File: config.mk
export PLATFORM = sky130hd
export DESIGN_NAME = wdtu_watchdog
export DESIGN_NICKNAME = d
export VERILOG_FILES = /design/src/wdtu_pkg.sv /design/src/wdtu_counter.sv /design/src/wdtu_watchdog.sv
export SDC_FILE = /design/constraint.sdc
export NUM_CORES = 1
export LEC_CHECK = 0
export BUFFER_PORTS_ARGS = -buffer_cell sky130_fd_sc_hd__buf_2
export CORE_ASPECT_RATIO = 0.9
export CORE_MARGIN = 10
export CORE_UTILIZATION = 47
export DETAILED_ROUTE_END_ITERATION = 16
export GPL_ROUTABILITY_DRIVEN = 0
export MAX_ROUTING_LAYER = met4
export PLACE_DENSITY_LB_ADDON = 0.05
export RECOVER_POWER = 100
export SYNTH_ARGS = -nofsm -noshare
export SYNTH_HDL_FRONTEND = slang
export SYNTH_SLANG_ARGS = --single-unit
File: constraint.sdc
create_clock -name i_clk -period 5.15 [get_ports i_clk]
set_clock_uncertainty 0.1 [all_clocks]
set_input_delay 1.03 -clock i_clk [delete_from_list [all_inputs] [get_ports i_clk]]
set_output_delay 1.03 -clock i_clk [all_outputs]
set_load 0.01 [all_outputs]
File: src/wdtu_pkg.sv
// Watchdog timer unit: shared constants, types and the limit function.
// Assumes one system clock; the slow oscillator arrives as a pin.
package wdtu_pkg;

    ////////////////////////////////////////////////////////////////////
    // Register map, byte addresses on the 4-bit bus address
    localparam logic [3:0] WDTU_CTRL_OFFSET = 4'h0;
    localparam logic [3:0] WDTU_STAT_OFFSET = 4'h4;

    // Control register fields
    localparam int WDTU_SWEN_BIT = 0;
    localparam int WDTU_PS_LSB = 1;
    localparam int WDTU_PS_MSB = 5;
    localparam logic [4:0] WDTU_PS_RESET = 5'h0b;
    localparam logic WDTU_SWEN_RESET = 1'h0;
    localparam logic [4:0] WDTU_PS_MAX = 5'h12;

    // Status register fields
    localparam int WDTU_STAT_TO_BIT = 0;
    localparam int WDTU_STAT_PD_BIT = 1;
    localparam int WDTU_STAT_SLEEP_BIT = 2;
    localparam int WDTU_STAT_ACTIVE_BIT = 3;
    localparam int WDTU_STAT_CNT_LSB = 8;
    localparam int WDTU_STAT_CNT_MSB = 30;

    // Counter
    localparam int WDTU_CNT_W = 23;
    localparam logic [22:0] WDTU_MIN_RATIO = 23'h000020;
    localparam logic [22:0] WDTU_MIN_LIMIT = 23'h00001f;

    // Bus responses
    localparam logic [1:0] WDTU_RESP_OKAY = 2'h0;
    localparam logic [1:0] WDTU_RESP_SLVERR = 2'h2;

    ////////////////////////////////////////////////////////////////////
    typedef enum logic [1:0] {
        WDTU_MODE_OFF = 2'h0,
        WDTU_MODE_SW = 2'h1,
        WDTU_MODE_AWAKE = 2'h2,
        WDTU_MODE_ON = 2'h3
    } wdtu_mode_type;

    typedef enum logic [1:0] {
        WDTU_ST_AWAKE = 2'h1,
        WDTU_ST_ASLEEP = 2'h2
    } wdtu_state_type;

    // Last count value before time-out for a period code
    function automatic logic [22:0] wdtu_limit(input logic [4:0] ps);
        logic [22:0] lim;
        lim = WDTU_MIN_LIMIT;
        if (ps <= WDTU_PS_MAX) begin
            lim = (WDTU_MIN_RATIO << ps) - 23'h000001;
        end
        return lim;
    endfunction : wdtu_limit

endpackage : wdtu_pkg

File: src/wdtu_counter.sv
// Watchdog prescale counter, advanced by slow-oscillator ticks.
// Assumes ticks and clears are synchronous to i_clk.
`timescale 1ns/10ps
module wdtu_counter (
    // Clock and reset
    input wire logic i_clk,
    input wire logic i_rst,
    // Control
    input wire logic i_tick,
    input wire logic i_clear,
    input wire logic [4:0] i_period_select,
    // Result
    output logic [22:0] o_count,
    output logic o_timeout
);

    logic [22:0] next_count;
    logic next_timeout;
    logic [22:0] limit;

    ////////////////////////////////////////////////////////////////////
    always_comb begin
        limit = wdtu_pkg::wdtu_limit(i_period_select);
        next_count = o_count;
        next_timeout = 1'b0;
        if (i_clear) begin
            next_count = '0;
        end else if (i_tick) begin
            // Greater-or-equal covers a period shortened mid-count
            if (o_count >= limit) begin
                next_count = '0;
                next_timeout = 1'b1;
            end else begin
                next_count = o_count + 23'h000001;
            end
        end
    end

    always_ff @(posedge i_clk) begin
        if (i_rst) begin
            o_count <= '0;
            o_timeout <= 1'b0;
        end else begin
            o_count <= next_count;
            o_timeout <= next_timeout;
        end
    end
endmodule : wdtu_counter

File: src/wdtu_watchdog.sv
// Watchdog timer unit top: AXI4-Lite registers, mode logic, sleep state.
// Assumes core events are one-cycle pulses on i_clk; osc is a raw pin.
//
// The placing of the registers and register access over AXI4-Lite were decided locally.
`timescale 1ns/10ps
module wdtu_watchdog (
    // Clock and reset
    input wire logic i_clk,
    input wire logic i_rst,
    // AXI4-Lite write address and data
    input wire logic [3:0] i_s_axi_awaddr,
    input wire logic i_s_axi_awvalid,
    output logic o_s_axi_awready,
    input wire logic [31:0] i_s_axi_wdata,
    input wire logic [3:0] i_s_axi_wstrb,
    input wire logic i_s_axi_wvalid,
    output logic o_s_axi_wready,
    // AXI4-Lite write response
    output logic [1:0] o_s_axi_bresp,
    output logic o_s_axi_bvalid,
    input wire logic i_s_axi_bready,
    // AXI4-Lite read
    input wire logic [3:0] i_s_axi_araddr,
    input wire logic i_s_axi_arvalid,
    output logic o_s_axi_arready,
    output logic [31:0] o_s_axi_rdata,
    output logic [1:0] o_s_axi_rresp,
    output logic o_s_axi_rvalid,
    input wire logic i_s_axi_rready,
    // Oscillator and configuration
    input wire logic i_low_freq_internal_osc,
    input wire logic [1:0] i_wd_mode_cfg,
    input wire logic i_crystal_mode,
    // Core events
    input wire logic i_clear_watchdog_instr,
    input wire logic i_sleep_enter,
    input wire logic i_sleep_exit,
    input wire logic i_osc_fail,
    input wire logic i_osc_startup_timer,
    // Results
    output logic o_wdt_reset,
    output logic o_wake,
    output logic o_timeout_flag_n,
    output logic o_powerdown_flag_n,
    output logic o_asleep
);

    // One-hot select: bit 0 control, bit 1 status
    function automatic logic [1:0] reg_select(input logic [3:0] addr);
        logic [1:0] sel;
        sel = 2'h0;
        if (addr == wdtu_pkg::WDTU_CTRL_OFFSET) begin
            sel = 2'h1;
        end else if (addr == wdtu_pkg::WDTU_STAT_OFFSET) begin
            sel = 2'h2;
        end
        return sel;
    endfunction : reg_select

    ////////////////////////////////////////////////////////////////////
    // Slow oscillator synchroniser and edge detect
    logic lf_meta;
    logic lf_sync;
    logic lf_prev;
    logic lf_tick;

    always_ff @(posedge i_clk) begin
        if (i_rst) begin
            lf_meta <= 1'b0;
            lf_sync <= 1'b0;
            lf_prev <= 1'b0;
        end else begin
            lf_meta <= i_low_freq_internal_osc;
            lf_sync <= lf_meta;
            lf_prev <= lf_sync;
        end
    end

    assign lf_tick = lf_sync & ~lf_prev;

    ////////////////////////////////////////////////////////////////////
    // Control register
    logic [4:0] wd_period_select;
    logic sw_wd_enable;
    logic [4:0] next_wd_period_select;
    logic next_sw_wd_enable;

    ////////////////////////////////////////////////////////////////////
    // Mode decode and counter clears
    wdtu_pkg::wdtu_state_type state;
    wdtu_pkg::wdtu_state_type next_state;
    logic wd_active;
    logic osc_hold;
    logic enter_take;
    logic exit_take;
    logic cnt_clear;
    logic cnt_timeout;
    logic [22:0] cnt_value;

    always_comb begin
        unique case (wdtu_pkg::wdtu_mode_type'(i_wd_mode_cfg))
            wdtu_pkg::WDTU_MODE_OFF: wd_active = 1'b0;
            wdtu_pkg::WDTU_MODE_SW: wd_active = sw_wd_enable;
            wdtu_pkg::WDTU_MODE_AWAKE: wd_active = (state == wdtu_pkg::WDTU_ST_AWAKE);
            wdtu_pkg::WDTU_MODE_ON: wd_active = 1'b1;
        endcase
    end

    assign osc_hold = i_osc_startup_timer & i_crystal_mode;
    assign enter_take = i_sleep_enter & (state == wdtu_pkg::WDTU_ST_AWAKE);
    assign exit_take = (state == wdtu_pkg::WDTU_ST_ASLEEP) & (i_sleep_exit | cnt_timeout);
    // Divider selection is deliberately not a clear source
    assign cnt_clear = i_clear_watchdog_instr | enter_take | exit_take
        | i_osc_fail | ~wd_active | osc_hold;

    wdtu_counter u_counter (
        .i_clk(i_clk),
        .i_rst(i_rst),
        .i_tick(lf_tick),
        .i_clear(cnt_clear),
        .i_period_select(wd_period_select),
        .o_count(cnt_value),
        .o_timeout(cnt_timeout)
    );

    ////////////////////////////////////////////////////////////////////
    // Sleep state and status flags
    logic next_timeout_flag_n;
    logic next_powerdown_flag_n;
    logic next_wdt_reset;
    logic next_wake;

    always_comb begin
        next_state = state;
        next_timeout_flag_n = o_timeout_flag_n;
        next_powerdown_flag_n = o_powerdown_flag_n;
        next_wdt_reset = 1'b0;
        next_wake = 1'b0;
        unique case (state)
            wdtu_pkg::WDTU_ST_AWAKE: begin
                if (cnt_timeout) begin
                    next_wdt_reset = 1'b1;
                    next_timeout_flag_n = 1'b0;
                end else if (i_sleep_enter) begin
                    next_state = wdtu_pkg::WDTU_ST_ASLEEP;
                    next_powerdown_flag_n = 1'b0;
                    next_timeout_flag_n = 1'b1;
                end else if (i_clear_watchdog_instr) begin
                    next_powerdown_flag_n = 1'b1;
                    next_timeout_flag_n = 1'b1;
                end
            end
            wdtu_pkg::WDTU_ST_ASLEEP: begin
                if (cnt_timeout) begin
                    next_state = wdtu_pkg::WDTU_ST_AWAKE;
                    next_wake = 1'b1;
                    next_timeout_flag_n = 1'b0;
                end else if (i_sleep_exit) begin
                    next_state = wdtu_pkg::WDTU_ST_AWAKE;
                end
            end
            default: begin
                next_state = wdtu_pkg::WDTU_ST_AWAKE;
            end
        endcase
    end

    always_ff @(posedge i_clk) begin
        if (i_rst) begin
            state <= wdtu_pkg::WDTU_ST_AWAKE;
            o_timeout_flag_n <= 1'b1;
            o_powerdown_flag_n <= 1'b1;
            o_wdt_reset <= 1'b0;
            o_wake <= 1'b0;
        end else begin
            state <= next_state;
            o_timeout_flag_n <= next_timeout_flag_n;
            o_powerdown_flag_n <= next_powerdown_flag_n;
            o_wdt_reset <= next_wdt_reset;
            o_wake <= next_wake;
        end
    end

    assign o_asleep = state[1];

    ////////////////////////////////////////////////////////////////////
    // AXI4-Lite write channel
    logic aw_held;
    logic [3:0] aw_addr;
    logic w_held;
    logic [31:0] w_data;
    logic [3:0] w_strb;
    logic next_aw_held;
    logic [3:0] next_aw_addr;
    logic next_w_held;
    logic [31:0] next_w_data;
    logic [3:0] next_w_strb;
    logic next_awready;
    logic next_wready;
    logic next_bvalid;
    logic [1:0] next_bresp;
    logic [1:0] wr_sel;

    always_comb begin
        next_aw_held = aw_held;
        next_aw_addr = aw_addr;
        next_w_held = w_held;
        next_w_data = w_data;
        next_w_strb = w_strb;
        next_bvalid = o_s_axi_bvalid;
        next_bresp = o_s_axi_bresp;
        next_wd_period_select = wd_period_select;
        next_sw_wd_enable = sw_wd_enable;
        wr_sel = reg_select(aw_addr);
        if (i_s_axi_awvalid && o_s_axi_awready) begin
            next_aw_held = 1'b1;
            next_aw_addr = i_s_axi_awaddr;
        end
        if (i_s_axi_wvalid && o_s_axi_wready) begin
            next_w_held = 1'b1;
            next_w_data = i_s_axi_wdata;
            next_w_strb = i_s_axi_wstrb;
        end
        if (o_s_axi_bvalid && i_s_axi_bready) begin
            next_bvalid = 1'b0;
        end
        if (aw_held && w_held && !o_s_axi_bvalid) begin
            next_aw_held = 1'b0;
            next_w_held = 1'b0;
            next_bvalid = 1'b1;
            next_bresp = (wr_sel == 2'h0) ? wdtu_pkg::WDTU_RESP_SLVERR
                : wdtu_pkg::WDTU_RESP_OKAY;
            if (wr_sel[0] && w_strb[0]) begin
                next_wd_period_select = w_data[wdtu_pkg::WDTU_PS_MSB:wdtu_pkg::WDTU_PS_LSB];
                next_sw_wd_enable = w_data[wdtu_pkg::WDTU_SWEN_BIT];
            end
        end
        next_awready = ~next_aw_held & ~next_bvalid;
        next_wready = ~next_w_held & ~next_bvalid;
    end

    always_ff @(posedge i_clk) begin
        if (i_rst) begin
            aw_held <= 1'b0;
            aw_addr <= 4'h0;
            w_held <= 1'b0;
            w_data <= 32'h00000000;
            w_strb <= 4'h0;
            o_s_axi_awready <= 1'b0;
            o_s_axi_wready <= 1'b0;
            o_s_axi_bvalid <= 1'b0;
            o_s_axi_bresp <= wdtu_pkg::WDTU_RESP_OKAY;
            wd_period_select <= wdtu_pkg::WDTU_PS_RESET;
            sw_wd_enable <= wdtu_pkg::WDTU_SWEN_RESET;
        end else begin
            aw_held <= next_aw_held;
            aw_addr <= next_aw_addr;
            w_held <= next_w_held;
            w_data <= next_w_data;
            w_strb <= next_w_strb;
            o_s_axi_awready <= next_awready;
            o_s_axi_wready <= next_wready;
            o_s_axi_bvalid <= next_bvalid;
            o_s_axi_bresp <= next_bresp;
            wd_period_select <= next_wd_period_select;
            sw_wd_enable <= next_sw_wd_enable;
        end
    end

    ////////////////////////////////////////////////////////////////////
    // AXI4-Lite read channel
    logic next_arready;
    logic next_rvalid;
    logic [31:0] next_rdata;
    logic [1:0] next_rresp;
    logic [1:0] rd_sel;

    always_comb begin
        next_rvalid = o_s_axi_rvalid;
        next_rdata = o_s_axi_rdata;
        next_rresp = o_s_axi_rresp;
        rd_sel = reg_select(i_s_axi_araddr);
        if (o_s_axi_rvalid && i_s_axi_rready) begin
            next_rvalid = 1'b0;
        end
        if (i_s_axi_arvalid && o_s_axi_arready) begin
            next_rvalid = 1'b1;
            next_rdata = 32'h00000000;
            next_rresp = wdtu_pkg::WDTU_RESP_OKAY;
            if (rd_sel[0]) begin
                next_rdata[wdtu_pkg::WDTU_PS_MSB:wdtu_pkg::WDTU_PS_LSB] = wd_period_select;
                next_rdata[wdtu_pkg::WDTU_SWEN_BIT] = sw_wd_enable;
            end else if (rd_sel[1]) begin
                next_rdata[wdtu_pkg::WDTU_STAT_TO_BIT] = o_timeout_flag_n;
                next_rdata[wdtu_pkg::WDTU_STAT_PD_BIT] = o_powerdown_flag_n;
                next_rdata[wdtu_pkg::WDTU_STAT_SLEEP_BIT] = o_asleep;
                next_rdata[wdtu_pkg::WDTU_STAT_ACTIVE_BIT] = wd_active;
                next_rdata[wdtu_pkg::WDTU_STAT_CNT_MSB:wdtu_pkg::WDTU_STAT_CNT_LSB] = cnt_value;
            end else begin
                next_rresp = wdtu_pkg::WDTU_RESP_SLVERR;
            end
        end
        next_arready = ~next_rvalid;
    end

    always_ff @(posedge i_clk) begin
        if (i_rst) begin
            o_s_axi_arready <= 1'b0;
            o_s_axi_rvalid <= 1'b0;
            o_s_axi_rdata <= 32'h00000000;
            o_s_axi_rresp <= wdtu_pkg::WDTU_RESP_OKAY;
        end else begin
            o_s_axi_arready <= next_arready;
            o_s_axi_rvalid <= next_rvalid;
            o_s_axi_rdata <= next_rdata;
            o_s_axi_rresp <= next_rresp;
        end
    end
endmodule : wdtu_watchdog

==> results.py <==
metrics = {
    "die": {
        "die_x_um": 122.8,
        "die_area_mm2": 0.01382,
        "start_util": 0.4858,
        "pin_count": 106,
        "rows": 33,
        "coreArea_mm2": 0.009208,
        "fp.dieH_um": 112.6,
    },
    "timing": {
        "hold_viol": 0,
        "fmaxAchievable_mhz": 224.9,
        "period_needed_ns": 4.446,
        "slew_violations": 64,
        "rsz0062_at_grt": "no",
        "tns_ns": 0,
        "min_period_over_period": 0.8633,
        "setup_viol": 0,
        "hold_slack_ns": 0.3606,
        "slew_headroom": -0.8277,
        "worst_slew_pin_slew_ns": 2.742,
    },
    "worst_hold_path": {
        "hold_class": "reg -> reg",
    },
    "clock_tree": {
        "cts_setup_buffers": 0,
        "insertion_delay_ns": 0.36,
        "cts_buffers": 9,
        "cts_sinks": 88,
        "cts_max_level": 3,
        "cts_buffer_depth": 2,
        "cts_tree": "done",
        "cts_resized": 0,
        "clock-root-buffer": "clkbuf_8",
        "ctsHoldBuffers": 0,
        "path_clk_slew_ns": 0.10,
    },
    "drt": {
        "drtPass1Iterations": 5,
        "initialDrtViolationCount": 329,
        "ant_nets": 0,
        "totalWireLength_mm": 11.55,
        "dr_total_vias": 4141,
        "drc": 0,
        "wl_per_cell_um": 15.78,
        "viasPerCell": 5.657,
    },
    "synth": {
        "syn_inst": 547,
        "yosys.area.top_type": "dfxtp_1",
        "synth_edf_count": 0,
        "synth_top_cell_area_share": 0.3938,
        "ys_seq_area_frac": 0.3938,
        "netlist-cell-type-count": 65,
        "syn_area_mm2": 0.004473,
        "synth.area.top_cells": "dfxtp_1, nor2_1, ha_1",
        "synth_most_common_cell": "dfxtp_1",
        "yosysWarnings": 0,
        "avgSynthCellArea_um2": 8.177,
        "ys_async_sr_fraction": 0,
        "ys_ff_latch": 88,
        "synth_ff_type": "dfxtp_1",
        "synth_common_cells": "dfxtp_1, nor2_1, nand2_1",
    },
    "final_layout": {
        "postLayoutCoreUtil": 0.5459,
        "fin_nets": 685,
        "syn_to_final_growth_pct": 12.36,
        "drive_gt1_frac": 0.1148,
        "n_antenna_cell": 0,
    },
    "critical_path": {
        "worstPathRequired_ns": 5.30,
        "critical_path.max_stage_delay_ns": 0.53,
        "cp_cell_sequence": "inv_1, nand2_1, or3_1, ha_1, nor2_1, nand4_1, a21oi_1, a21oi_1, ha_1, nand4_1, or3_1, or3_1, and3_1, a221o_1",
        "startpoint_type": "flip-flop",
        "cp.arrival_ns": 4.60,
        "crit_path_max_fanout": 13,
        "cp-end-kind": "flip-flop",
        "crit_path_frequent_cell": "or3_1",
        "critPathKind": "reg -> reg",
        "slowest_stage": "or3_1",
    },
    "global_route": {
        "antenna_found_initial": 0,
        "grt_use_total": 0.1723,
        "grt_pass1_vias": 3929,
        "grt_max_degree": 64,
        "grt_overflow_total": 0,
        "grt_pass1_wl_mm": 19.26,
    },
    "power_and_ir_drop": {
        "p_sw_frac": 0.2525,
        "switchingPower_mw": 0.3257,
        "leakagePower_nw": 1.918,
        "pwr-share-seq": 0.546,
        "pwr_density_cell_mw_per_mm2": 256.6,
        "p_clk_frac": 0.396,
        "p_int_mw": 0.9639,
        "pwr-share-comb": 0.058,
        "peakVddDrop_v": 0.0001672,
    },
    "placement": {
        "io_buffers": 71,
        "dp_hpwl_mm": 8.617,
    },
    "status": {
        "violations": "max-capacitance violations, max-slew violations",
        "outcome": "finished with violations",
    },
    "flow_run": {
        "maxCapViolCount": 1,
    },
}
-- worst max-delay path, delay by kind of cell (launching register included) --
family / cells / cell delay (ns)
adder cells (fa/ha/maj): 2 / 0.63
buffers and inverters: 1 / 0.21
AO/OA/AOI/OAI: 3 / 0.54
flip-flops: 1 / 0.45
AND/OR/NAND/NOR: 8 / 2.39
-- kinds of logic (layout without fill, tap and decap cells) --
logic type | Yosys count | after routing | synth area share
simple gates | 243 | 243 | 0.2708
compound gates | 130 | 130 | 0.1933
flops | 88 | 88 | 0.3938
buf+inv | 47 | 106 | 0.04755
fa+ha+maj | 20 | 20 | 0.05594
xor+xnor | 10 | 10 | 0.01958
mux | 8 | 8 | 0.01818
other cells | 1 | 5 | 0.0008384
-- power groups by stage --
stage | sequential (mW) | combinational (mW) | clock (mW)
floorplan | 0.718 | 0.0489 | 0
global placement | 0.719 | 0.0745 | 0
detailed placement | 0.720 | 0.0761 | 0
CTS | 0.704 | 0.0764 | 0.524
global route | 0.706 | 0.0830 | 0.555
finish | 0.704 | 0.0745 | 0.511
-- final timing paths --
kind         slack, ns           startpoint  depth (start not counted)                    to
max reg2reg       0.70  wd_period_select[3]                         14  u_counter.o_count[3]
min reg2reg       0.36              lf_meta                          1               lf_sync
max               0.70  wd_period_select[3]                         14  u_counter.o_count[3]
min               0.36              lf_meta                          1               lf_sync
-- cells in the final DEF (no fill, tap or decap), types with 13 or more instances in the layout --
cell type,instances
o21ai_0,13
a22oi_1,24
dfxtp_1,88
nor3_1,27
a21oi_1,49
ha_1,20
buf_2,29
nand2_1,56
nor2_1,70
nand3_1,27
clkbuf_1,42
-- routing by layer --
metal	global-route usage	part of all wire	vias up
met5	-	0	-
met4	0.04160	0.011	0
met3	0.03808	0.050	12
met2	0.2622	0.47	106
met1	0.2262	0.47	1951
li1	-	-	2072
-- state kept, by name (all words and copies together) (netlist names), 2 cells and up --
| name | cells |
|---|---|
| u_counter.o_count | 23 |
| aw_addr | 4 |
| state | 2 |
| wd_period_select | 5 |
| w_data | 6 |
| o_s_axi_rdata | 29 |
-- stage by stage --
stage	setup WS, ns	total power [mW]	instance area [um2]	std cells
detailed placement	0.8265	0.7956	4890	716
finish	0.7040	1.290	5026	732
global route	0.3661	1.344	5026	732
CTS	0.7907	1.304	5100	732
floorplan	1.272	0.7665	4488	551
global placement	0.9108	0.7933	4890	716
-- final cells by class --
| cell class | instances | area (um2) |
|---|---|---|
| Inverter | 11 | 41.29 |
| Timing Repair Buffer | 79 | 362.8 |
| Clock inverter | 6 | 72.57 |
| Multi-Input combinational cell | 416 | 2497 |
| Tap cell | 122 | 152.6 |
| Clock buffer | 10 | 137.6 |
| Sequential cell | 88 | 1762 |
| Fill cell | 928 | 4182 |
(Power assumes the default switching activity.)
